`config.mk`:
```
export PLATFORM = sky130hd
export DESIGN_NAME = mac_frame_control_config
export DESIGN_NICKNAME = d
export VERILOG_FILES = /design/src/mac_frame_control_pkg.sv /design/src/mac_frame_control_config.sv
export SDC_FILE = /design/constraint.sdc
export NUM_CORES = 1
export LEC_CHECK = 0
export ABC_AREA = 1
export BUFFER_PORTS_ARGS = -buffer_cell sky130_fd_sc_hd__buf_2
export CAP_MARGIN = 15
export CORE_MARGIN = 1.5
export CORE_UTILIZATION = 40
export CTS_BUF_LIST = sky130_fd_sc_hd__clkbuf_2
export DETAILED_ROUTE_END_ITERATION = 12
export PLACE_DENSITY = 0.57
export SETUP_SLACK_MARGIN = 0.05
export SKIP_CTS_REPAIR_TIMING = 1
export SYNTH_ARGS = -nofsm -noshare
export SYNTH_HDL_FRONTEND = slang
export SYNTH_SLANG_ARGS = --single-unit
```
`constraint.sdc`:
```
create_clock -name core_clk_i -period 11.77 [get_ports core_clk_i]
set_input_delay 2.354 -clock core_clk_i [delete_from_list [all_inputs] [get_ports core_clk_i]]
set_output_delay 2.354 -clock core_clk_i [all_outputs]
set_load 0.05 [all_outputs]
```
`src/mac_frame_control_pkg.sv`:
```
// constants, types and register map of the mac frame control block
// Overview of operation
// - receive only while receive enable set
// - pause transmit request only when enabled
// - honour received pause by inhibiting transmit
// - control frames discarded unless passthrough set
// - pad codes 111/011 pad to 64, crc
// - code 101: vlan pads 64, others 60
// - code 001 pads to 60, then crc
// - codes 110/100/010/000 never pad
// - crc append bit forces crc on all frames
// - no append: check last four bytes
// - vendor header excluded from crc
// - oversize frames aborted unless enabled
// - length field compared, mismatch reported
// - duplex bit selects full or half duplex
// - wait-for-idle defers forever, else limit abort
// - backpressure collision skips backoff when set
// - no-backoff bit retries at once
// - unimplemented bits read zero, reserved kept zero
// - gap is nibbles minus three or six
package mac_frame_control_pkg;

	localparam logic [7:0] OFF_CTRL_ONE    = 8'h00;
	localparam logic [7:0] OFF_CTRL_THREE  = 8'h04;
	localparam logic [7:0] OFF_CTRL_FOUR   = 8'h08;
	localparam logic [7:0] OFF_MAX_FRAME   = 8'h0C;
	localparam logic [7:0] OFF_B2B_GAP     = 8'h10;
	localparam logic [7:0] OFF_GAP_LOW     = 8'h14;
	localparam logic [7:0] OFF_GAP_HIGH    = 8'h18;
	localparam logic [7:0] OFF_RETRY_LIMIT = 8'h1C;
	localparam logic [7:0] OFF_COLL_WINDOW = 8'h20;
	localparam logic [7:0] OFF_STATUS      = 8'h24;

	// control register one
	localparam int BIT_RX_ENABLE   = 0;
	localparam int BIT_PASSTHROUGH = 1;
	localparam int BIT_PAUSE_RX    = 2;
	localparam int BIT_PAUSE_TX    = 3;
	localparam logic [7:0] CTRL_ONE_WMASK = 8'h0F;
	// control register three
	localparam int BIT_DUPLEX      = 0;
	localparam int BIT_LEN_CHECK   = 1;
	localparam int BIT_OVERSIZE    = 2;
	localparam int BIT_VENDOR_HDR  = 3;
	localparam int BIT_CRC_APPEND  = 4;
	localparam int PAD_LSB         = 5;
	// control register four
	localparam int BIT_NO_BACKOFF  = 4;
	localparam int BIT_BP_NO_BKOFF = 5;
	localparam int BIT_WAIT_IDLE   = 6;
	localparam logic [7:0] CTRL_FOUR_WMASK = 8'h70;

	localparam logic [7:0]  CTRL_RESET      = 8'h00;
	localparam logic [15:0] MAX_FRAME_DEFAULT = 16'h05EE;
	localparam logic [6:0]  GAP_RESET       = 7'h00;
	localparam logic [3:0]  RETRY_RESET     = 4'hF;
	localparam logic [5:0]  WINDOW_RESET    = 6'h37;
	localparam logic [9:0]  LFSR_SEED       = 10'h2A5;

	localparam logic [2:0] PAD_64_A = 3'h7;
	localparam logic [2:0] PAD_VLAN = 3'h5;
	localparam logic [2:0] PAD_64_B = 3'h3;
	localparam logic [2:0] PAD_60   = 3'h1;

	localparam logic [15:0] TYPE_VLAN     = 16'h8100;
	localparam logic [15:0] TYPE_CONTROL  = 16'h8808;
	localparam logic [15:0] OPCODE_PAUSE  = 16'h0001;
	localparam logic [15:0] LENGTH_MAX    = 16'h05DC;
	localparam logic [15:0] FRAME_MIN     = 16'h003C;
	localparam logic [15:0] FRAME_MIN_TAG = 16'h0040;
	localparam logic [15:0] PAYLOAD_MIN   = 16'h002E;
	localparam logic [15:0] HDR_BYTES     = 16'h0004;
	localparam logic [15:0] FCS_BYTES     = 16'h0004;
	localparam logic [15:0] MAC_HDR_BYTES = 16'h000E;
	localparam logic [15:0] LEN_CHECK_MIN = 16'h0012;
	localparam logic [15:0] POS_TYPE_HI   = 16'h000C;
	localparam logic [15:0] POS_TYPE_LO   = 16'h000D;
	localparam logic [15:0] POS_OP_HI     = 16'h000E;
	localparam logic [15:0] POS_OP_LO     = 16'h000F;
	localparam logic [15:0] POS_QUANTA_HI = 16'h0010;
	localparam logic [15:0] POS_QUANTA_LO = 16'h0011;

	localparam logic [31:0] CRC_INIT    = 32'hFFFFFFFF;
	localparam logic [31:0] CRC_POLY    = 32'hEDB88320;
	localparam logic [31:0] CRC_RESIDUE = 32'hDEBB20E3;
	localparam logic [1:0]  CRC_LAST    = 2'h3;

	localparam logic [19:0] GAP_OFS_FULL = 20'h00003;
	localparam logic [19:0] GAP_OFS_HALF = 20'h00006;
	localparam logic [21:0] PAUSE_QUANTUM = 22'h000040;
	localparam logic [3:0]  BACKOFF_CAP   = 4'hA;
	localparam int DEFER_LIMIT_DEFAULT = 3036;
	localparam int SLOT_CYCLES_DEFAULT = 64;

	// transmit status vector bits
	localparam int TS_CRC_BAD   = 0;
	localparam int TS_LEN_MIS   = 1;
	localparam int TS_OVERSIZE  = 2;
	localparam int TS_DEFER     = 3;
	localparam int TS_COLLISION = 4;
	localparam int TS_RETRY_OUT = 5;
	localparam int TS_CRC_ADDED = 6;
	localparam int TS_PADDED    = 7;
	// receive status vector bits
	localparam int RS_CRC_OK    = 0;
	localparam int RS_LEN_MIS   = 1;
	localparam int RS_OVERSIZE  = 2;
	localparam int RS_CONTROL   = 3;
	localparam int RS_PAUSE     = 4;
	localparam int RS_DISCARD   = 5;

	typedef enum logic [2:0] {
		TX_IDLE,
		TX_DEFER,
		TX_DATA,
		TX_PAD,
		TX_CRC,
		TX_DROP,
		TX_IPG,
		TX_BACKOFF
	} tx_state_t;

endpackage

```
`src/mac_frame_control_config.sv`:
```
// mac frame control: register file, transmit framing and receive checking
//
// Decided for this implementation: the placing of the registers and register access over APB.
`timescale 1ns/1ps
`default_nettype none
module mac_frame_control_config
	import mac_frame_control_pkg::*;
#(
	parameter logic [15:0] MAX_FRAME_RESET = MAX_FRAME_DEFAULT,
	parameter int          DEFER_LIMIT     = DEFER_LIMIT_DEFAULT,
	parameter int          SLOT_CYCLES     = SLOT_CYCLES_DEFAULT
) (
	input  wire logic        core_clk_i,
	input  wire logic        srst_i,
	input  wire logic        ce_i,
	input  wire logic        psel_i,
	input  wire logic        penable_i,
	input  wire logic        pwrite_i,
	input  wire logic [7:0]  paddr_i,
	input  wire logic [31:0] pwdata_i,
	output logic      [31:0] prdata_o,
	output logic             pready_o,
	output logic             pslverr_o,
	input  wire logic        tx_valid_i,
	input  wire logic [7:0]  tx_data_i,
	input  wire logic        tx_last_i,
	output logic             tx_ready_o,
	input  wire logic        carrier_i,
	input  wire logic        collision_i,
	input  wire logic        backpressure_i,
	input  wire logic        pause_send_i,
	output logic             phy_tx_valid_o,
	output logic      [7:0]  phy_tx_data_o,
	output logic             phy_tx_last_o,
	output logic             phy_tx_err_o,
	output logic             tx_status_valid_o,
	output logic      [7:0]  tx_status_o,
	input  wire logic        rx_valid_i,
	input  wire logic [7:0]  rx_data_i,
	input  wire logic        rx_last_i,
	output logic             rx_out_valid_o,
	output logic      [7:0]  rx_out_data_o,
	output logic             rx_out_last_o,
	output logic             rx_out_abort_o,
	output logic             rx_status_valid_o,
	output logic      [7:0]  rx_status_o,
	output logic             pause_frame_req_o,
	output logic             full_duplex_o
);

	if (DEFER_LIMIT < 1 || DEFER_LIMIT > 1048575 ||
			SLOT_CYCLES < 1 || SLOT_CYCLES > 1024) begin : g_bad_param
		$error("mac_frame_control_config: parameter out of range");
	end

	typedef struct packed {
		logic [7:0]  c1;
		logic [7:0]  c3;
		logic [7:0]  c4;
		logic [15:0] mfl;
		logic [6:0]  b2b;
		logic [6:0]  gapl;
		logic [6:0]  gaph;
		logic [3:0]  rlim;
		logic [5:0]  cwin;
		logic        pready;
		logic        pslverr;
		logic [31:0] prdata;
		tx_state_t   ts;
		logic        tready;
		logic        ptx_valid;
		logic [7:0]  ptx_data;
		logic        ptx_last;
		logic        ptx_err;
		logic [15:0] tcnt;
		logic [31:0] tcrc;
		logic [15:0] ttype;
		logic [15:0] ttarget;
		logic        tcoll;
		logic        tsv_valid;
		logic [7:0]  tsv;
		logic [19:0] wait_cnt;
		logic [1:0]  crc_idx;
		logic [3:0]  attempts;
		logic [9:0]  lfsr;
		logic        ract;
		logic        rdrop;
		logic        rgood;
		logic [15:0] rcnt;
		logic [31:0] rcrc;
		logic [15:0] rtype;
		logic [15:0] rop;
		logic [15:0] rquanta;
		logic        rout_valid;
		logic [7:0]  rout_data;
		logic        rout_last;
		logic        rout_abort;
		logic        rsv_valid;
		logic [7:0]  rsv;
		logic [21:0] pause_cnt;
		logic        pause_req;
	} state_t;

	state_t s_q;
	state_t s_d;

	logic        full_dx;
	logic [15:0] hdr_len;
	logic [19:0] ipg_len;
	logic [19:0] bo_len;
	logic [3:0]  bo_exp;
	logic [9:0]  bo_mask;
	logic [31:0] rd_data;
	logic        hit;
	logic        wr;
	logic [15:0] dlen;
	logic [15:0] tgt;
	logic        fin;
	logic        coll_go;
	logic        go_ipg;

	// reflected crc-32, one byte lsb first
	function automatic logic [31:0] crc_byte(input logic [31:0] c,
			input logic [7:0] b);
		logic [31:0] r;
		r = c;
		for (int i = 0; i < 8; i++) begin
			r = (r[0] ^ b[i]) ? ((r >> 1) ^ CRC_POLY) : (r >> 1);
		end
		return r;
	endfunction

	// dlen counts frame bytes after any vendor header
	function automatic logic len_mismatch(input logic [15:0] field,
			input logic [15:0] dlen_f, input logic fcs_in);
		logic [15:0] pay;
		pay = dlen_f - MAC_HDR_BYTES - (fcs_in ? FCS_BYTES : 16'h0000);
		return (dlen_f >= LEN_CHECK_MIN) && (field <= LENGTH_MAX) &&
			((field > pay) || ((pay > PAYLOAD_MIN) && (field != pay)));
	endfunction

	function automatic logic [15:0] pad_target(input logic [2:0] cfg,
			input logic vlan);
		case (cfg)
			PAD_64_A, PAD_64_B: return FRAME_MIN_TAG;
			PAD_VLAN: return vlan ? FRAME_MIN_TAG : FRAME_MIN;
			PAD_60: return FRAME_MIN;
			default: return 16'h0000;
		endcase
	endfunction

	always_comb begin
		s_d = s_q;
		dlen = 16'h0000;
		tgt = 16'h0000;
		fin = 1'b0;
		coll_go = 1'b0;
		go_ipg = 1'b0;
		full_dx = s_q.c3[BIT_DUPLEX];
		hdr_len = s_q.c3[BIT_VENDOR_HDR] ? HDR_BYTES : 16'h0000;
		ipg_len = 20'(s_q.b2b) + (full_dx ? GAP_OFS_FULL : GAP_OFS_HALF);
		bo_exp = (s_q.attempts > BACKOFF_CAP) ? BACKOFF_CAP : s_q.attempts;
		bo_mask = 10'h3FF >> (BACKOFF_CAP - bo_exp);
		if (s_q.c4[BIT_NO_BACKOFF] ||
				(s_q.c4[BIT_BP_NO_BKOFF] && backpressure_i))
			bo_len = 20'h00000;
		else
			bo_len = 20'(s_q.lfsr & bo_mask) * 20'(SLOT_CYCLES);

		s_d.ptx_valid = 1'b0;
		s_d.ptx_last = 1'b0;
		s_d.ptx_err = 1'b0;
		s_d.tsv_valid = 1'b0;
		s_d.rout_valid = 1'b0;
		s_d.rout_last = 1'b0;
		s_d.rout_abort = 1'b0;
		s_d.rsv_valid = 1'b0;
		s_d.lfsr = {s_q.lfsr[8:0], s_q.lfsr[9] ^ s_q.lfsr[6]};
		s_d.pause_req = pause_send_i && s_q.c1[BIT_PAUSE_TX] && full_dx;

		// register read mux; unused bits stay zero
		hit = 1'b1;
		case (paddr_i)
			OFF_CTRL_ONE:    rd_data = {24'h000000, s_q.c1};
			OFF_CTRL_THREE:  rd_data = {24'h000000, s_q.c3};
			OFF_CTRL_FOUR:   rd_data = {24'h000000, s_q.c4};
			OFF_MAX_FRAME:   rd_data = {16'h0000, s_q.mfl};
			OFF_B2B_GAP:     rd_data = {25'h0000000, s_q.b2b};
			OFF_GAP_LOW:     rd_data = {25'h0000000, s_q.gapl};
			OFF_GAP_HIGH:    rd_data = {25'h0000000, s_q.gaph};
			OFF_RETRY_LIMIT: rd_data = {28'h0000000, s_q.rlim};
			OFF_COLL_WINDOW: rd_data = {26'h0000000, s_q.cwin};
			OFF_STATUS:      rd_data = {24'h000000, s_q.attempts, 1'b0,
				s_q.ract, s_q.ts != TX_IDLE, s_q.pause_cnt != 22'h000000};
			default: begin
				rd_data = 32'h00000000;
				hit = 1'b0;
			end
		endcase
		wr = psel_i && penable_i && s_q.pready && pwrite_i && hit;
		if (psel_i && !penable_i) begin
			s_d.pready = 1'b1;
			s_d.prdata = rd_data;
			s_d.pslverr = !hit;
		end else if (psel_i && penable_i && s_q.pready) begin
			s_d.pready = 1'b0;
			s_d.pslverr = 1'b0;
		end
		if (wr) begin
			case (paddr_i)
				OFF_CTRL_ONE:    s_d.c1 = pwdata_i[7:0] & CTRL_ONE_WMASK;
				OFF_CTRL_THREE:  s_d.c3 = pwdata_i[7:0];
				OFF_CTRL_FOUR:   s_d.c4 = pwdata_i[7:0] & CTRL_FOUR_WMASK;
				OFF_MAX_FRAME:   s_d.mfl = pwdata_i[15:0];
				OFF_B2B_GAP:     s_d.b2b = pwdata_i[6:0];
				OFF_GAP_LOW:     s_d.gapl = pwdata_i[6:0];
				OFF_GAP_HIGH:    s_d.gaph = pwdata_i[6:0];
				OFF_RETRY_LIMIT: s_d.rlim = pwdata_i[3:0];
				OFF_COLL_WINDOW: s_d.cwin = pwdata_i[5:0];
				default: ;
			endcase
		end

		if (s_q.pause_cnt != 22'h000000)
			s_d.pause_cnt = s_q.pause_cnt - 22'h000001;

		// transmit path
		case (s_q.ts)
			TX_IDLE: begin
				// a frame may not start while a pause is being honoured
				if (tx_valid_i && s_q.pause_cnt == 22'h000000) begin
					s_d.tsv = 8'h00;
					s_d.tcnt = 16'h0000;
					s_d.tcrc = CRC_INIT;
					s_d.wait_cnt = 20'h00000;
					if (!full_dx && carrier_i) begin
						s_d.ts = TX_DEFER;
					end else begin
						s_d.ts = TX_DATA;
						s_d.tready = 1'b1;
					end
				end
			end
			TX_DEFER: begin
				if (!carrier_i) begin
					s_d.ts = TX_DATA;
					s_d.tready = 1'b1;
				end else if (!s_q.c4[BIT_WAIT_IDLE] &&
						s_q.wait_cnt == 20'(DEFER_LIMIT)) begin
					s_d.tsv[TS_DEFER] = 1'b1;
					s_d.tsv_valid = 1'b1;
					s_d.tcoll = 1'b0;
					s_d.ts = TX_DROP;
					s_d.tready = 1'b1;
				end else begin
					s_d.wait_cnt = s_q.wait_cnt + 20'h00001;
				end
			end
			TX_DATA: begin
				dlen = s_q.tcnt + 16'h0001 - hdr_len;
				if (!full_dx && collision_i) begin
					s_d.ptx_err = 1'b1;
					s_d.tsv[TS_COLLISION] = 1'b1;
					if (tx_valid_i && tx_last_i) begin
						s_d.tready = 1'b0;
						coll_go = 1'b1;
					end else begin
						s_d.tcoll = 1'b1;
						s_d.ts = TX_DROP;
					end
				end else if (tx_valid_i) begin
					s_d.tcnt = s_q.tcnt + 16'h0001;
					if (s_q.tcnt >= hdr_len) begin
						s_d.tcrc = crc_byte(s_q.tcrc, tx_data_i);
						if (s_q.tcnt - hdr_len == POS_TYPE_HI)
							s_d.ttype[15:8] = tx_data_i;
						if (s_q.tcnt - hdr_len == POS_TYPE_LO)
							s_d.ttype[7:0] = tx_data_i;
					end
					if (!s_q.c3[BIT_OVERSIZE] && dlen > s_q.mfl) begin
						s_d.ptx_err = 1'b1;
						s_d.tsv[TS_OVERSIZE] = 1'b1;
						s_d.tsv_valid = 1'b1;
						s_d.tcoll = 1'b0;
						if (tx_last_i) begin
							s_d.tready = 1'b0;
							go_ipg = 1'b1;
						end else begin
							s_d.ts = TX_DROP;
						end
					end else begin
						s_d.ptx_valid = 1'b1;
						s_d.ptx_data = tx_data_i;
						if (tx_last_i) begin
							s_d.tready = 1'b0;
							tgt = pad_target(s_q.c3[PAD_LSB+:3],
								s_q.ttype == TYPE_VLAN);
							s_d.ttarget = tgt;
							if (s_q.c3[BIT_LEN_CHECK] && len_mismatch(s_q.ttype,
									dlen, !s_q.c3[BIT_CRC_APPEND]))
								s_d.tsv[TS_LEN_MIS] = 1'b1;
							if (dlen < tgt) begin
								s_d.ts = TX_PAD;
							end else if (s_q.c3[BIT_CRC_APPEND]) begin
								s_d.ts = TX_CRC;
								s_d.crc_idx = 2'h0;
							end else begin
								// host supplied the fcs; residue must match
								s_d.tsv[TS_CRC_BAD] = crc_byte(s_q.tcrc,
									tx_data_i) != CRC_RESIDUE;
								s_d.ptx_last = 1'b1;
								fin = 1'b1;
							end
						end
					end
				end
			end
			TX_PAD: begin
				dlen = s_q.tcnt + 16'h0001 - hdr_len;
				s_d.tsv[TS_PADDED] = 1'b1;
				if (!full_dx && collision_i) begin
					s_d.ptx_err = 1'b1;
					s_d.tsv[TS_COLLISION] = 1'b1;
					coll_go = 1'b1;
				end else begin
					s_d.ptx_valid = 1'b1;
					s_d.ptx_data = 8'h00;
					s_d.tcnt = s_q.tcnt + 16'h0001;
					s_d.tcrc = crc_byte(s_q.tcrc, 8'h00);
					if (dlen >= s_q.ttarget) begin
						if (s_q.c3[BIT_CRC_APPEND]) begin
							s_d.ts = TX_CRC;
							s_d.crc_idx = 2'h0;
						end else begin
							s_d.ptx_last = 1'b1;
							fin = 1'b1;
						end
					end
				end
			end
			TX_CRC: begin
				s_d.tsv[TS_CRC_ADDED] = 1'b1;
				if (!full_dx && collision_i) begin
					s_d.ptx_err = 1'b1;
					s_d.tsv[TS_COLLISION] = 1'b1;
					coll_go = 1'b1;
				end else begin
					s_d.ptx_valid = 1'b1;
					s_d.ptx_data = ~s_q.tcrc[7:0];
					s_d.tcrc = s_q.tcrc >> 8;
					s_d.crc_idx = s_q.crc_idx + 2'h1;
					if (s_q.crc_idx == CRC_LAST) begin
						s_d.ptx_last = 1'b1;
						fin = 1'b1;
					end
				end
			end
			TX_DROP: begin
				// swallow the rest of an aborted frame from the source
				if (tx_valid_i && tx_last_i) begin
					s_d.tready = 1'b0;
					if (s_q.tcoll)
						coll_go = 1'b1;
					else
						go_ipg = 1'b1;
				end
			end
			TX_IPG, TX_BACKOFF: begin
				if (s_q.wait_cnt == 20'h00000)
					s_d.ts = TX_IDLE;
				else
					s_d.wait_cnt = s_q.wait_cnt - 20'h00001;
			end
			default: s_d.ts = TX_IDLE;
		endcase

		if (fin) begin
			s_d.tsv_valid = 1'b1;
			s_d.attempts = 4'h0;
			go_ipg = 1'b1;
		end
		if (coll_go) begin
			s_d.tsv_valid = 1'b1;
			if (s_q.attempts >= s_q.rlim) begin
				s_d.tsv[TS_RETRY_OUT] = 1'b1;
				s_d.attempts = 4'h0;
				go_ipg = 1'b1;
			end else begin
				s_d.attempts = s_q.attempts + 4'h1;
				s_d.ts = TX_BACKOFF;
				s_d.wait_cnt = bo_len;
			end
		end
		if (go_ipg) begin
			s_d.ts = TX_IPG;
			s_d.wait_cnt = ipg_len;
		end

		// receive path
		if (rx_valid_i) begin
			if (!s_q.ract) begin
				// enable is sampled once, on the first byte of a frame
				s_d.rgood = s_q.c1[BIT_RX_ENABLE];
				s_d.rdrop = !s_q.c1[BIT_RX_ENABLE];
				s_d.rcnt = 16'h0000;
				s_d.rcrc = CRC_INIT;
				s_d.rsv = 8'h00;
			end
			s_d.ract = !rx_last_i;
			if (s_d.rcnt >= hdr_len) begin
				s_d.rcrc = crc_byte(s_d.rcrc, rx_data_i);
				case (s_d.rcnt - hdr_len)
					POS_TYPE_HI:   s_d.rtype[15:8] = rx_data_i;
					POS_TYPE_LO:   s_d.rtype[7:0] = rx_data_i;
					POS_OP_HI:     s_d.rop[15:8] = rx_data_i;
					POS_OP_LO:     s_d.rop[7:0] = rx_data_i;
					POS_QUANTA_HI: s_d.rquanta[15:8] = rx_data_i;
					POS_QUANTA_LO: s_d.rquanta[7:0] = rx_data_i;
					default: ;
				endcase
			end
			dlen = s_d.rcnt + 16'h0001 - hdr_len;
			s_d.rcnt = s_d.rcnt + 16'h0001;
			if (!s_d.rdrop) begin
				s_d.rout_valid = 1'b1;
				s_d.rout_data = rx_data_i;
				s_d.rout_last = rx_last_i;
				if (!s_q.c3[BIT_OVERSIZE] && dlen > s_q.mfl) begin
					s_d.rout_last = 1'b1;
					s_d.rout_abort = 1'b1;
					s_d.rdrop = 1'b1;
					s_d.rsv[RS_OVERSIZE] = 1'b1;
					s_d.rsv[RS_DISCARD] = 1'b1;
					// status rides with the abort, never after the stream
					s_d.rsv_valid = 1'b1;
					s_d.rgood = 1'b0;
				end
			end
			if (rx_last_i && s_d.rgood) begin
				s_d.rsv_valid = 1'b1;
				s_d.rsv[RS_CRC_OK] = s_d.rcrc == CRC_RESIDUE;
				s_d.rsv[RS_LEN_MIS] = s_q.c3[BIT_LEN_CHECK] &&
					len_mismatch(s_d.rtype, dlen, 1'b1);
				s_d.rsv[RS_CONTROL] = s_d.rtype == TYPE_CONTROL;
				s_d.rsv[RS_PAUSE] = s_d.rsv[RS_CONTROL] &&
					s_d.rop == OPCODE_PAUSE;
				// control frames are flagged for discard unless passed through
				s_d.rsv[RS_DISCARD] = s_d.rsv[RS_OVERSIZE] ||
					(s_d.rsv[RS_CONTROL] &&
					!s_q.c1[BIT_PASSTHROUGH]);
				if (s_d.rsv[RS_PAUSE] && s_d.rsv[RS_CRC_OK] && full_dx &&
						s_q.c1[BIT_PAUSE_RX])
					s_d.pause_cnt = 22'(s_d.rquanta) * PAUSE_QUANTUM;
			end
		end
	end

	always_ff @(posedge core_clk_i) begin
		if (srst_i) begin
			s_q <= '0;
			s_q.c1 <= CTRL_RESET;
			s_q.c3 <= CTRL_RESET;
			s_q.c4 <= CTRL_RESET;
			s_q.mfl <= MAX_FRAME_RESET;
			s_q.b2b <= GAP_RESET;
			s_q.gapl <= GAP_RESET;
			s_q.gaph <= GAP_RESET;
			s_q.rlim <= RETRY_RESET;
			s_q.cwin <= WINDOW_RESET;
			s_q.lfsr <= LFSR_SEED;
			s_q.ts <= TX_IDLE;
		end else if (ce_i) begin
			s_q <= s_d;
		end
	end

	assign prdata_o          = s_q.prdata;
	assign pready_o          = s_q.pready;
	assign pslverr_o         = s_q.pslverr;
	assign tx_ready_o        = s_q.tready;
	assign phy_tx_valid_o    = s_q.ptx_valid;
	assign phy_tx_data_o     = s_q.ptx_data;
	assign phy_tx_last_o     = s_q.ptx_last;
	assign phy_tx_err_o      = s_q.ptx_err;
	assign tx_status_valid_o = s_q.tsv_valid;
	assign tx_status_o       = s_q.tsv;
	assign rx_out_valid_o    = s_q.rout_valid;
	assign rx_out_data_o     = s_q.rout_data;
	assign rx_out_last_o     = s_q.rout_last;
	assign rx_out_abort_o    = s_q.rout_abort;
	assign rx_status_valid_o = s_q.rsv_valid;
	assign rx_status_o       = s_q.rsv;
	assign pause_frame_req_o = s_q.pause_req;
	assign full_duplex_o     = s_q.c3[BIT_DUPLEX];

endmodule
`default_nettype wire

```
; ---- Yosys cells after proc, flatten, opt, wreduce, memory -nomap -nowiden
; Index checks and enable logic that the tools add are counted.
[classes]
add_sub_neg = 17
order_cmp = 16
eq_ne = 60
n_shift = 1
mux = 184
bitwise = 45
reduce_logical = 95
[op_table]
columns = operator, count
row1 = two-way mux 32 bit, 25
row2 = inverter 13 -> 14 bit, 23
row3 = two-way mux 80 bit, 3
row4 = case mux 16 bit (10 select lines), 1
row5 = two-way mux 48 bit, 3
row6 = two-way mux 16 bit, 8
row7 = case mux 32 bit (4 select lines), 1
row8 = two-way mux 20 bit, 6
row9 = two-way mux 50 bit, 2
row10 = two-way mux 97 bit, 1
row11 = equality test 16 x 4 -> 1 bit (second input constant), 6
row12 = subtractor 16 x 3 -> 16 bit, 5
row13 = greater-than comparator 16 bit, 4
row14 = two-way mux 8 bit, 8
row15 = case mux 20 bit (3 select lines), 1
row16 = two-way mux 1 bit, 51
row17 = two-way mux 3 bit, 17
row18 = case mux 16 bit (3 select lines), 1
row19 = two-way mux 22 bit, 2
row20 = two-way mux 42 bit, 1
row21 = two-way mux 10 bit, 4
row22 = two-way mux 2 bit, 20
row23 = two-way mux 4 bit, 10
row24 = AND reduction 3 bit, 13
row25 = other kinds (77), 202
[word_totals]
reg_bits = 377
out_inout_bits = 77
wordCells = 472

; ---- Depth between registers and ports, before layout
; Gate-level depths: netlist of the first run.
[depth]
ltp_word = 29
depth_mapped = 41

; ---- Worst setup path after synthesis of the first run
; No wires, ideal clock.
[synth_timing]
kind = register to register
from = register s_q[141] (netlist name)
to = register s_q[22] (netlist name)
setup_ns = 0.132
arrival_time_ns = 5.323
required_ns = 11.638
setup_slack_ns = 6.315
path_stages_with_launch = 36
n_path_buf = 5
period_less_slack_ns = 5.455
path_cell_list = dfxtp_1 buf_6 buf_12 buf_8 clkbuf_1 nand2_1 inv_1 ha_1 nand2_1 nor2_2 nand3_1 nor2_1 nand2_1 xnor2_1 nand2_1 nor2_1 nand4_1 or2_1 nor2_1 nand2_1 nand2_1 nand2_1 ha_1 nand2_1 or4_1 o21ai_0 nor2_1 nand2_1 nand3_1 nor2_1 nand3_1 nor2_4 nand2_4 buf_4 a21oi_1 a21oi_1
[synth_via]
elab_chain_len = 25
[synth_lines]
columns = item, line_no
row1 = from (decl), mac_frame_control_config.sv:104  ; state_t s_q;
row2 = two-way mux 50 bit (*), mac_frame_control_config.sv:401  ; if (!s_q.ract) begin
row3 = two-way mux 50 bit (*), mac_frame_control_config.sv:400  ; if (rx_valid_i) begin
row4 = "parallel branches: the longest is 21 deep, another holds adder 16 x 1 -> 16 bit", --
row5 = two-way mux 24 bit (*), mac_frame_control_config.sv:439  ; if (rx_last_i && s_d.rgood) begin
row6 = two-way mux 42 bit (*), mac_frame_control_config.sv:400
; Mark *: on every way between the ends. The select of a mux whose other input is x is not followed.
; A chain may end at the register's enable or synchronous reset.

; ---- Worst setup path after layout of the first run
[layout_timing]
from = register s_q[141] (netlist name)
to = register s_q[3] (netlist name)
; Same word-level chain as after synthesis.

==> results of run 1 <==
placed cells by master, fill, tap and decap left out, types with 17 or more instances in the layout:
cell type and n:
sky130_fd_sc_hd__nand2_1 664, sky130_fd_sc_hd__inv_1 506, sky130_fd_sc_hd__nor2_1 412, sky130_fd_sc_hd__dfxtp_1 346
sky130_fd_sc_hd__o21ai_0 330, sky130_fd_sc_hd__a21oi_1 289, sky130_fd_sc_hd__nand3_1 194, sky130_fd_sc_hd__xor2_1 186
sky130_fd_sc_hd__clkbuf_2 148, sky130_fd_sc_hd__buf_2 111, sky130_fd_sc_hd__ha_1 110, sky130_fd_sc_hd__xnor2_1 77
sky130_fd_sc_hd__o211ai_1 75, sky130_fd_sc_hd__nand4_1 70, sky130_fd_sc_hd__nor3_1 61, sky130_fd_sc_hd__a211oi_1 37
sky130_fd_sc_hd__clkinv_1 30, sky130_fd_sc_hd__o22ai_1 28, sky130_fd_sc_hd__buf_4 23, sky130_fd_sc_hd__nand2_2 21
sky130_fd_sc_hd__or2_2 21, sky130_fd_sc_hd__nor4_1 20, sky130_fd_sc_hd__conb_1 18, sky130_fd_sc_hd__a31oi_1 17
cell families (layout without fill, tap and decap cells):
group	count (synthesis)	count (layout)	share of synthesized area, %
AO/OA/AOI/OAI	876	876	19.59
XOR/XNOR	275	275	9.914
adder cells (fa/ha/maj)	110	110	5.364
buffers and inverters	738	838	12.06
flip-flops	347	347	27.07
other	1	22	0.01462
AND/OR/NAND/NOR	1523	1523	25.98
sequential cells by signal (all words and copies together) (netlist names), 6 cells and up:
signal,cells
rx_status_o,6
tx_status_o,8
s_q,279
rx_out_data_o,8
phy_tx_data_o,8
prdata_o,16
s_d,9
worst max path at each step:
stage	startpoint	end	slack, ps
floorplan	s_q[141]	s_q[22]	6310
global placement	s_q[141]	s_q[3]	5120
detailed placement	s_q[141]	s_q[3]	5120
CTS	s_q[141]	s_q[3]	5050
global route	s_q[141]	s_q[3]	4540
finish	s_q[141]	s_q[3]	5130
cell type report:
| cell class | instances | area [um2] | share of cell area, % |
|---|---|---|---|
| clock buffer | 148 | 740.7 | 2.711 |
| inverter | 520 | 1962 | 7.181 |
| multi-input combinational | 2802 | 15690 | 57.44 |
| tap | 846 | 1059 | 3.875 |
| antenna | 4 | 10.01 | 0.03664 |
| clock inverter | 35 | 170.2 | 0.6229 |
| sequential | 347 | 6948 | 25.43 |
| timing repair buffer | 135 | 739.5 | 2.707 |
worst reg2reg max path, delay by kind of cell (launching register included):
family,cells,cell delay (ps)
simple gates,25,3990
flops,1,700
fa+ha+maj,2,570
xor+xnor,1,520
buf+inv,3,430
compound gates,1,310
per-layer routing:
metal  routed length (um)  GRT usage [%]
met1                37770          32.73
met2                38630          41.22
met3                 5321          4.765
met4                 2098          7.791
met5                   26              0
metrics by stage:
stage	instance area, um2	hold WS [ps]	utilization (%)	worst slack, ps	power [mW]
5_1_grt	27320	467.9	43.23	4537	3.829
3_3_place_gp	26400	437.8	41.77	5118	2.640
4_1_cts	27310	454.4	43.21	5047	3.593
6_report	27320	455.4	43.23	5131	3.570
2_1_floorplan	25720	424.5	-	6315	2.332
3_5_place_dp	26400	440.5	41.77	5121	2.638
synth_stat cells (6+ instances only):
cell,n
sky130_fd_sc_hd__nand4_1,70
sky130_fd_sc_hd__a2111oi_0,6
sky130_fd_sc_hd__a221oi_1,6
sky130_fd_sc_hd__ha_1,110
sky130_fd_sc_hd__nor4_1,21
sky130_fd_sc_hd__a21oi_1,289
sky130_fd_sc_hd__nor2_1,413
sky130_fd_sc_hd__buf_4,66
sky130_fd_sc_hd__or2_2,21
sky130_fd_sc_hd__o21ai_1,13
sky130_fd_sc_hd__nand2_4,6
sky130_fd_sc_hd__o22ai_1,28
sky130_fd_sc_hd__o21a_1,7
sky130_fd_sc_hd__nor2_4,8
sky130_fd_sc_hd__inv_1,508
sky130_fd_sc_hd__nand2_1,665
sky130_fd_sc_hd__nand3_1,194
sky130_fd_sc_hd__xor2_1,186
sky130_fd_sc_hd__o211ai_1,75
sky130_fd_sc_hd__o41ai_1,6
sky130_fd_sc_hd__buf_2,8
sky130_fd_sc_hd__nor3_1,61
sky130_fd_sc_hd__buf_1,8
sky130_fd_sc_hd__a31oi_1,17
sky130_fd_sc_hd__clkbuf_1,129
sky130_fd_sc_hd__o221ai_1,13
sky130_fd_sc_hd__a211oi_1,37
sky130_fd_sc_hd__nor2_2,10
sky130_fd_sc_hd__xor2_2,6
sky130_fd_sc_hd__nand3b_1,9
sky130_fd_sc_hd__inv_2,6
sky130_fd_sc_hd__o2111ai_1,8
sky130_fd_sc_hd__nand2_2,20
sky130_fd_sc_hd__dfxtp_1,347
sky130_fd_sc_hd__o21ai_0,330
sky130_fd_sc_hd__xnor2_1,77
sky130_fd_sc_hd__a41oi_1,8
power by group:
group	internal (mW)	switching, mW	total (mW)
Sequential	1.25	0.0782	1.33
Clock	0.346	0.592	0.938
Combinational	0.440	0.867	1.31
==> flow_metrics.py, run 1 <==
metrics = {
    "outcome": {
        "status": "completed",
    },
    "hold_path": {
        "hold_path_end": "tx_status_o[2]",
        "hold-path-cell-count": 2,
        "min_path_type": "flip-flop to flip-flop",
        "min-delay-start": "tx_status_o[2]",
    },
    "detailed_routing": {
        "drcViolationCount": 0,
        "first_iter_violations": 1837,
        "via_per_inst": 5.219,
        "detail-route-antenna-nets": 0,
        "firstDrtPassIters": 5,
        "detail_route.wl_per_cell_um": 17.33,
        "routed_wirelength_um": 83850,
        "detailroute.via_count": 25244,
    },
    "worst_setup_path": {
        "worst_ep_arrival_time_ps": 7650,
        "terminus_of_the_critical_flop_to_flop_path": "s_q[3]",
        "crit_family": "simple AND/OR/NAND/NOR gates",
        "cpPeakStageDelay_ps": 700,
        "critPathBufInv": 3,
        "critical_path.startpoint_type": "flip-flop",
        "cp_slowest_cell": "sky130_fd_sc_hd__dfxtp_2",
        "timing.reg2reg.worst_path_depth": 32,
        "worstPathRequired_ps": 12780,
        "crit_path_frequent_cell": "sky130_fd_sc_hd__nand2_1",
        "worstReg2RegStart": "s_q[141]",
        "worst-setup-path-type": "flip-flop to flip-flop",
        "critical_path_cell_count": 32,
        "worst_setup_path_end_kind": "flip-flop",
        "critical_path.max_fanout": 24,
        "rrSetupSlack_ps": 5130,
    },
    "clocking": {
        "clock_insertion_delay_worst_skew_ps": 1200,
        "cts-root-buf": "sky130_fd_sc_hd__clkbuf_2",
        "tritoncts.num_buffers": 100,
        "tritoncts_clock_tree": "yes",
        "cts-htree-levels": 3,
        "clockBufferDepth": 3,
        "cts.reportedPaths.clkPinSlew_ps": 100,
        "clock_sinks": 347,
    },
    "timing": {
        "grt_setup_unrepaired": "no",
        "finalCritPeriodShare_pct": 56.40,
        "timing.clock.skew_ps": 103.8,
        "timing_hold_violations_final": 0,
        "drv_slew": 0,
        "timing.setup.tns_ps": 0,
        "max_clock_freq_mhz": 150.6,
        "slew_headroom_pct": 27.89,
        "worst-slew-pin-transition_ps": 1079,
        "finalCriticalPeriod_ps": 6639,
        "timing.final.setup_violations": 0,
    },
    "logic_synthesis": {
        "synthDistinctLibCells": 71,
        "synth_async_sr_flop_share_pct": 0,
        "synth_area_um2": 25660,
        "edff_count_synth": 0,
        "synth_area_leader_cell": "sky130_fd_sc_hd__dfxtp_1",
        "postSynthCellCount": 3870,
        "ys_flop_type": "sky130_fd_sc_hd__dfxtp_1",
        "synthTopCellsByArea": "sky130_fd_sc_hd__dfxtp_1, sky130_fd_sc_hd__nand2_1, sky130_fd_sc_hd__inv_1",
        "synth_seq_area_share_pct": 27.07,
        "yosysWarningCount": 0,
        "avgSynthCellArea_um2": 6.630,
        "postSynthRegisterBits": 347,
        "netlist.area_leader.share_pct": 27.07,
    },
    "finish": {
        "final_nets": 4086,
        "drive_gt1_share_pct": 10.03,
        "area_growth_pct": 6.476,
        "post_layout_instance_count_excluding_filler_cells": 4837,
        "fillCellCount": 6828,
    },
    "placed_design": {
        "gpl.final_weighted_congestion": 0.9019,
        "dpl.hpwl_um": 60440,
        "numPlacedInstances": 4650,
        "placement.io_buffers": 112,
    },
    "pwr": {
        "vdd_ir_drop_max_mv": 0.06855,
        "p_leak_nw": 12.84,
        "power.density_cell_area_nw_per_um2": 130.7,
    },
    "global_route": {
        "antenna_found_initial": 7,
        "globalRouteOverflowTotal": 0,
        "via_count_of_the_first_global_routing_pass": 23443,
        "global_route.usage.total_pct": 24.97,
        "grt_pass1_wl_um": 131900,
        "grt_max_degree": 106,
    },
    "floorplanning": {
        "floorplan.rows": 92,
        "design.die.area_um2": 65670,
        "ios": 147,
        "initial_core_util_pct": 40.60,
        "die_y_um": 256.3,
        "coreArea_um2": 63200,
        "die_w_um": 256.3,
    },
    "run": {
        "max_cap_viol_count": 0,
    },
}
(Power assumes the default switching activity.)
==> run 2, diff against run 1 <==
==> constraint.sdc (replaced) <==
create_clock -name core_clk_i -period 6.2 [get_ports core_clk_i]
set_input_delay 1.24 -clock core_clk_i [delete_from_list [all_inputs] [get_ports core_clk_i]]
set_output_delay 1.24 -clock core_clk_i [all_outputs]
set_load 0.05 [all_outputs]
==> run 2 against run 1 <==
- non-clock buffer count rose by 19
- power is 91% higher
- via count up 0.82%
- final cell count increased by 0.35%
- utilization increased by 0.25 points
- setup slack got worse by 4400 ps
- largest power group is now combinational cells
==> flow_metrics.py, run 2 (synthesized netlist as in run 1, its figures left out) <==
metrics = {
    "detailed_routing": {
        "via_per_inst": 5.244,
        "met3WireLength_um": 5154,
        "detailroute.via_count": 25452,
        "wirelength_met1_um": 37770,
        "dr_wl_met2_um": 37720,
        "detail-route-antenna-nets": 0,
        "first_iter_violations": 1916,
        "drcViolationCount": 0,
        "firstDrtPassIters": 6,
        "routed_wirelength_um": 83870,
        "maxUsedRoutingLayer": "met5",
        "detail_route.wl_per_cell_um": 17.28,
    },
    "worst_setup_path": {
        "critical_path.max_fanout": 24,
        "cpPeakStageDelay_ps": 560,
        "worst_setup_path_end_kind": "flip-flop",
        "worstPathRequired_ps": 7250,
        "worst_ep_arrival_time_ps": 6530,
        "critical_path.startpoint_type": "flip-flop",
        "crit_path_frequent_cell": "sky130_fd_sc_hd__nand2_1",
        "worst-setup-path-type": "flip-flop to flip-flop",
        "cp_slowest_cell": "sky130_fd_sc_hd__or4_1",
        "timing.reg2reg.worst_path_depth": 33,
    },
    "hold_path": {
        "hold-path-cell-count": 3,
        "min_path_type": "primary input to flip-flop",
    },
    "clocking": {
        "cts-root-buf": "sky130_fd_sc_hd__clkbuf_2",
        "tritoncts_clock_tree": "yes",
        "tritoncts.num_buffers": 100,
        "cts.reportedPaths.clkPinSlew_ps": 110,
        "cts-htree-levels": 3,
        "clock_sinks": 347,
        "clock_insertion_delay_worst_skew_ps": 1240,
        "clockBufferDepth": 3,
    },
    "floorplanning": {
        "design.die.area_um2": 65670,
        "die_y_um": 256.3,
        "coreArea_um2": 63200,
        "die_w_um": 256.3,
        "floorplan.rows": 92,
        "initial_core_util_pct": 40.60,
        "ios": 147,
    },
    "pwr": {
        "power.density_cell_area_nw_per_um2": 248.0,
        "p_leak_nw": 12.91,
        "vdd_ir_drop_max_mv": 0.1300,
    },
    "finish": {
        "drive_gt1_share_pct": 10.59,
        "mostFrequentLayoutCells": "sky130_fd_sc_hd__nand2_1, sky130_fd_sc_hd__inv_1, sky130_fd_sc_hd__nor2_1",
        "max_flop_register": "s_q",
        "mostFrequentLayoutCell": "sky130_fd_sc_hd__nand2_1",
        "fillCellCount": 6815,
        "area_growth_pct": 7.090,
        "final_nets": 4105,
        "final_core_utilization_pct": 43.48,
        "flip_flop_count_of_the_largest_register_all_copies_and_words_added": 279,
    },
    "timing": {
        "timing.final.setup_violations": 0,
        "timing.setup.tns_ps": 0,
        "timing.clock.skew_ps": 154.4,
        "slew_headroom_pct": 25.80,
        "finalCriticalPeriod_ps": 5485,
        "timing_hold_violations_final": 0,
        "max_clock_freq_mhz": 182.3,
        "finalCritPeriodShare_pct": 88.47,
        "worst-slew-pin-transition_ps": 1105,
        "drv_slew": 0,
        "grt_setup_unrepaired": "no",
    },
    "global_route": {
        "globalRouteOverflowTotal": 0,
        "global_route.usage.total_pct": 25.14,
        "antenna_found_initial": 6,
        "grt_max_degree": 73,
        "grt_pass1_wl_um": 133200,
        "via_count_of_the_first_global_routing_pass": 23861,
    },
    "placed_design": {
        "gpl.final_weighted_congestion": 0.9317,
        "dpl.hpwl_um": 61320,
        "placement.io_buffers": 112,
    },
    "run": {
        "max_cap_viol_count": 0,
    },
    "outcome": {
        "status": "completed",
    },
}
run 2: cell types whose count changed in the layout (fill, tap and decap cells not counted), sizes merged:
| cell | delta |
|---|---|
| buf | +19 |
| inv | +1 |
| clkbuf | -4 |
| diode | +1 |
run 2: power by group:
part	internal (mW)	total, mW	switching, mW
registers	2.37	2.51	0.145
logic	0.855	2.52	1.66
clock network	0.650	1.78	1.13
total	3.87	6.81	2.94
run 2: layout make-up:
type	instances	area, um2	share of cell area (%)
clock inverters	36	187.7	0.6830
clock buffers	144	720.7	2.623
inverters	520	1962	7.140
repair buffers	154	882.1	3.210
diodes	5	12.51	0.04554
well taps	846	1059	3.852
multi-input cells	2802	15710	57.16
flip-flops and latches	347	6948	25.29
run 2: worst max-delay path: cells and delay by family, from the launching register on:
| kind | cells | cell delay [ps] |
|---|---|---|
| AOI/OAI and AO/OA | 1 | 220 |
| DFF | 1 | 370 |
| buffers and inverters | 4 | 390 |
| and+or+nand+nor | 25 | 3510 |
| adders and majority gates | 2 | 550 |
| xor gates and xnor gates | 1 | 250 |
run 2: final timing paths:
kind / slack, ps / end / startpoint
setup / recovery: 710 / s_q[3] / s_q[123]
hold / removal: 250 / s_q[358] / pwdata_i[10]
setup reg to reg: 710 / s_q[3] / s_q[123]
hold reg to reg: 450 / tx_status_o[3] / tx_status_o[3]
run 2: through the flow:
stage	instance area [um2]	setup WS [ps]	hold slack (ps)	std cells	total power, mW
floorplan	25720	744.6	424.5	3887	4.427
global placement	26530	418.4	438.9	4668	5.034
detailed placement	26530	381.0	442.5	4668	5.043
CTS	27440	351.3	175.2	4848	6.846
global route	27480	87.74	168.6	4854	7.324
finish	27480	714.9	245.0	4854	6.815
run 2: per-layer routing:
metal  vias up  GRT usage, %
li1      12892             -
met1     11636         32.74
met2       723         40.76
met3       195         4.784
met4         6         10.04
met5         -             0
==> run 3, diff against run 2 <==
--- a/config.mk
+++ b/config.mk
@@ -8,7 +8,7 @@
 export ABC_AREA = 1
 export BUFFER_PORTS_ARGS = -buffer_cell sky130_fd_sc_hd__buf_2
 export CAP_MARGIN = 15
-export CORE_MARGIN = 1.5
+export CORE_MARGIN = 10
 export CORE_UTILIZATION = 40
 export CTS_BUF_LIST = sky130_fd_sc_hd__clkbuf_2
 export DETAILED_ROUTE_END_ITERATION = 12
==> run 3 against run 2 <==
- cell area barely moved
- first-iteration DRC count fell by 2.2%
- flip-flop and latch count did not move
- critical path type unchanged
- critical endpoint unchanged
==> flow_metrics.py, run 3 (synthesized netlist as in run 1, its figures left out) <==
metrics = {
    "pwr": {
        "totalPowerFinal_mw": 6.848,
        "p_leak_nw": 12.89,
        "vdd_ir_drop_max_mv": 0.1383,
        "power.density_cell_area_nw_per_um2": 249.4,
    },
    "worst_setup_path": {
        "terminus_of_the_critical_flop_to_flop_path": "s_q[3]",
        "crit_path_frequent_cell": "sky130_fd_sc_hd__nand2_1",
        "crit_family": "simple AND/OR/NAND/NOR gates",
        "critical_path_cell_count": 33,
        "cpPeakStageDelay_ps": 540,
        "worst_setup_path_end_kind": "flip-flop",
        "critical_path.startpoint_type": "flip-flop",
        "cp_slowest_cell": "sky130_fd_sc_hd__or4_1",
        "worstReg2RegStart": "s_q[141]",
        "critical_path.startpoint": "s_q[141]",
        "worst-setup-path-type": "flip-flop to flip-flop",
        "timing.reg2reg.worst_path_depth": 33,
        "critical_path.max_fanout": 24,
        "worstPathRequired_ps": 7230,
        "crit_end": "s_q[3]",
        "critPathBufInv": 4,
        "worst_ep_arrival_time_ps": 6580,
        "rrSetupSlack_ps": 650,
    },
    "detailed_routing": {
        "first_iter_violations": 1873,
        "detail-route-antenna-nets": 0,
        "drcViolationCount": 0,
        "firstDrtPassIters": 5,
        "detailroute.via_count": 25413,
        "via_per_inst": 5.238,
        "detail_route.wl_per_cell_um": 17.62,
        "routed_wirelength_um": 85510,
    },
    "global_route": {
        "grt_pass1_wl_um": 134400,
        "grt_max_degree": 87,
        "globalRouteOverflowTotal": 0,
        "antenna_found_initial": 7,
        "via_count_of_the_first_global_routing_pass": 24165,
        "global_route.usage.total_pct": 22.27,
    },
    "timing": {
        "finalCriticalPeriod_ps": 5552,
        "drv_slew": 0,
        "worst-slew-pin-transition_ps": 1169,
        "timing.clock.skew_ps": 128.7,
        "timing.setup.tns_ps": 0,
        "grt_setup_unrepaired": "no",
        "slew_headroom_pct": 21.50,
        "finalCritPeriodShare_pct": 89.55,
        "timing_hold_violations_final": 0,
        "max_clock_freq_mhz": 180.1,
        "timing.final.setup_violations": 0,
    },
    "finish": {
        "mostFrequentLayoutCell": "sky130_fd_sc_hd__nand2_1",
        "flip_flop_count_of_the_largest_register_all_copies_and_words_added": 279,
        "fillCellCount": 6937,
        "mostFrequentLayoutCells": "sky130_fd_sc_hd__nand2_1, sky130_fd_sc_hd__inv_1, sky130_fd_sc_hd__nor2_1",
        "area_growth_pct": 6.997,
        "drive_gt1_share_pct": 10.19,
        "final_nets": 4098,
        "post_layout_instance_count_excluding_filler_cells": 4852,
        "max_flop_register": "s_q",
    },
    "clocking": {
        "clockBufferDepth": 3,
        "clock_sinks": 347,
        "cts.reportedPaths.clkPinSlew_ps": 110,
        "tritoncts.num_buffers": 101,
        "tritoncts_clock_tree": "yes",
        "clock_insertion_delay_worst_skew_ps": 1210,
        "cts-root-buf": "sky130_fd_sc_hd__clkbuf_2",
        "cts-htree-levels": 3,
    },
    "floorplanning": {
        "initial_core_util_pct": 40.53,
        "die_w_um": 273.3,
        "floorplan.rows": 92,
        "die_y_um": 273.3,
        "ios": 147,
        "design.die.area_um2": 74680,
        "coreArea_um2": 63310,
    },
    "placed_design": {
        "numPlacedInstances": 4661,
        "gpl.final_weighted_congestion": 0.9353,
        "placement.io_buffers": 112,
        "dpl.hpwl_um": 62630,
    },
    "run": {
        "max_cap_viol_count": 0,
    },
    "hold_path": {
        "min_path_type": "primary input to flip-flop",
    },
    "outcome": {
        "status": "completed",
    },
}
run 3: cell types whose count changed in the layout (fill, tap and decap cells not counted), sizes merged:
cell | before | now
diode | 5 | 10
bufinv | 0 | 2
inv | 520 | 519
clkinv | 34 | 43
clkbuf | 144 | 135
buf | 154 | 146
run 3: worst min-delay path by stage:
stage	startpoint	end	slack, ps	cells after the start
after global placement	s_q[339]	s_q[339]	440	2
after global routing	pwdata_i[8]	s_q[356]	210	3
after detailed placement	s_d[148]	s_d[148]	450	2
after CTS	pwdata_i[8]	s_q[356]	220	3
final	pwdata_i[8]	s_q[356]	340	3
after floorplan	s_q[339]	s_q[339]	420	2
run 3: routing by layer:
layer	vias to the layer above	part of all wire [%]	GRT usage (%)
met2	754	46	36.36
met4	2	3.4	8.302
met3	188	6.2	4.323
li1	12889	-	-
met1	11580	45	28.65
met5	-	0.020	0
run 3: layout make-up:
class	instances	area, um2	share of cell area, %
multi-input cells	2802	15690	57.16
flip-flops and latches	347	6948	25.31
clock inverters	46	269.0	0.9799
well taps	846	1059	3.856
inverters	520	1962	7.146
clock buffers	135	675.6	2.461
diodes	10	25.02	0.09115
repair buffers	146	822.0	2.994
run 3: report_power, final:
| group | internal, mW | switching [mW] |
|---|---|---|
| clock network | 0.702 | 1.14 |
| logic | 0.842 | 1.65 |
| registers | 2.37 | 0.149 |
run 3: worst register-to-register path, delay by kind of cell, from the launching register on:
family                     cells  cell delay (ps)
AOI/OAI and AO/OA              1              290
adders and majority gates      2              560
buffers and inverters          4              410
DFF                            1              390
and+or+nand+nor               25             3570
xor gates and xnor gates       1              240
run 3: through the flow:
stage	instance area, um2	setup WS, ps	hold WS [ps]	util (%)
final	27450	648.1	340.7	43.36
after global routing	27440	72.21	207.0	43.35
after CTS	27430	446.3	218.6	43.32
after detailed placement	26480	472.7	445.4	41.83
after global placement	26480	480.8	437.3	41.83
after floorplan	25720	744.6	424.5	-
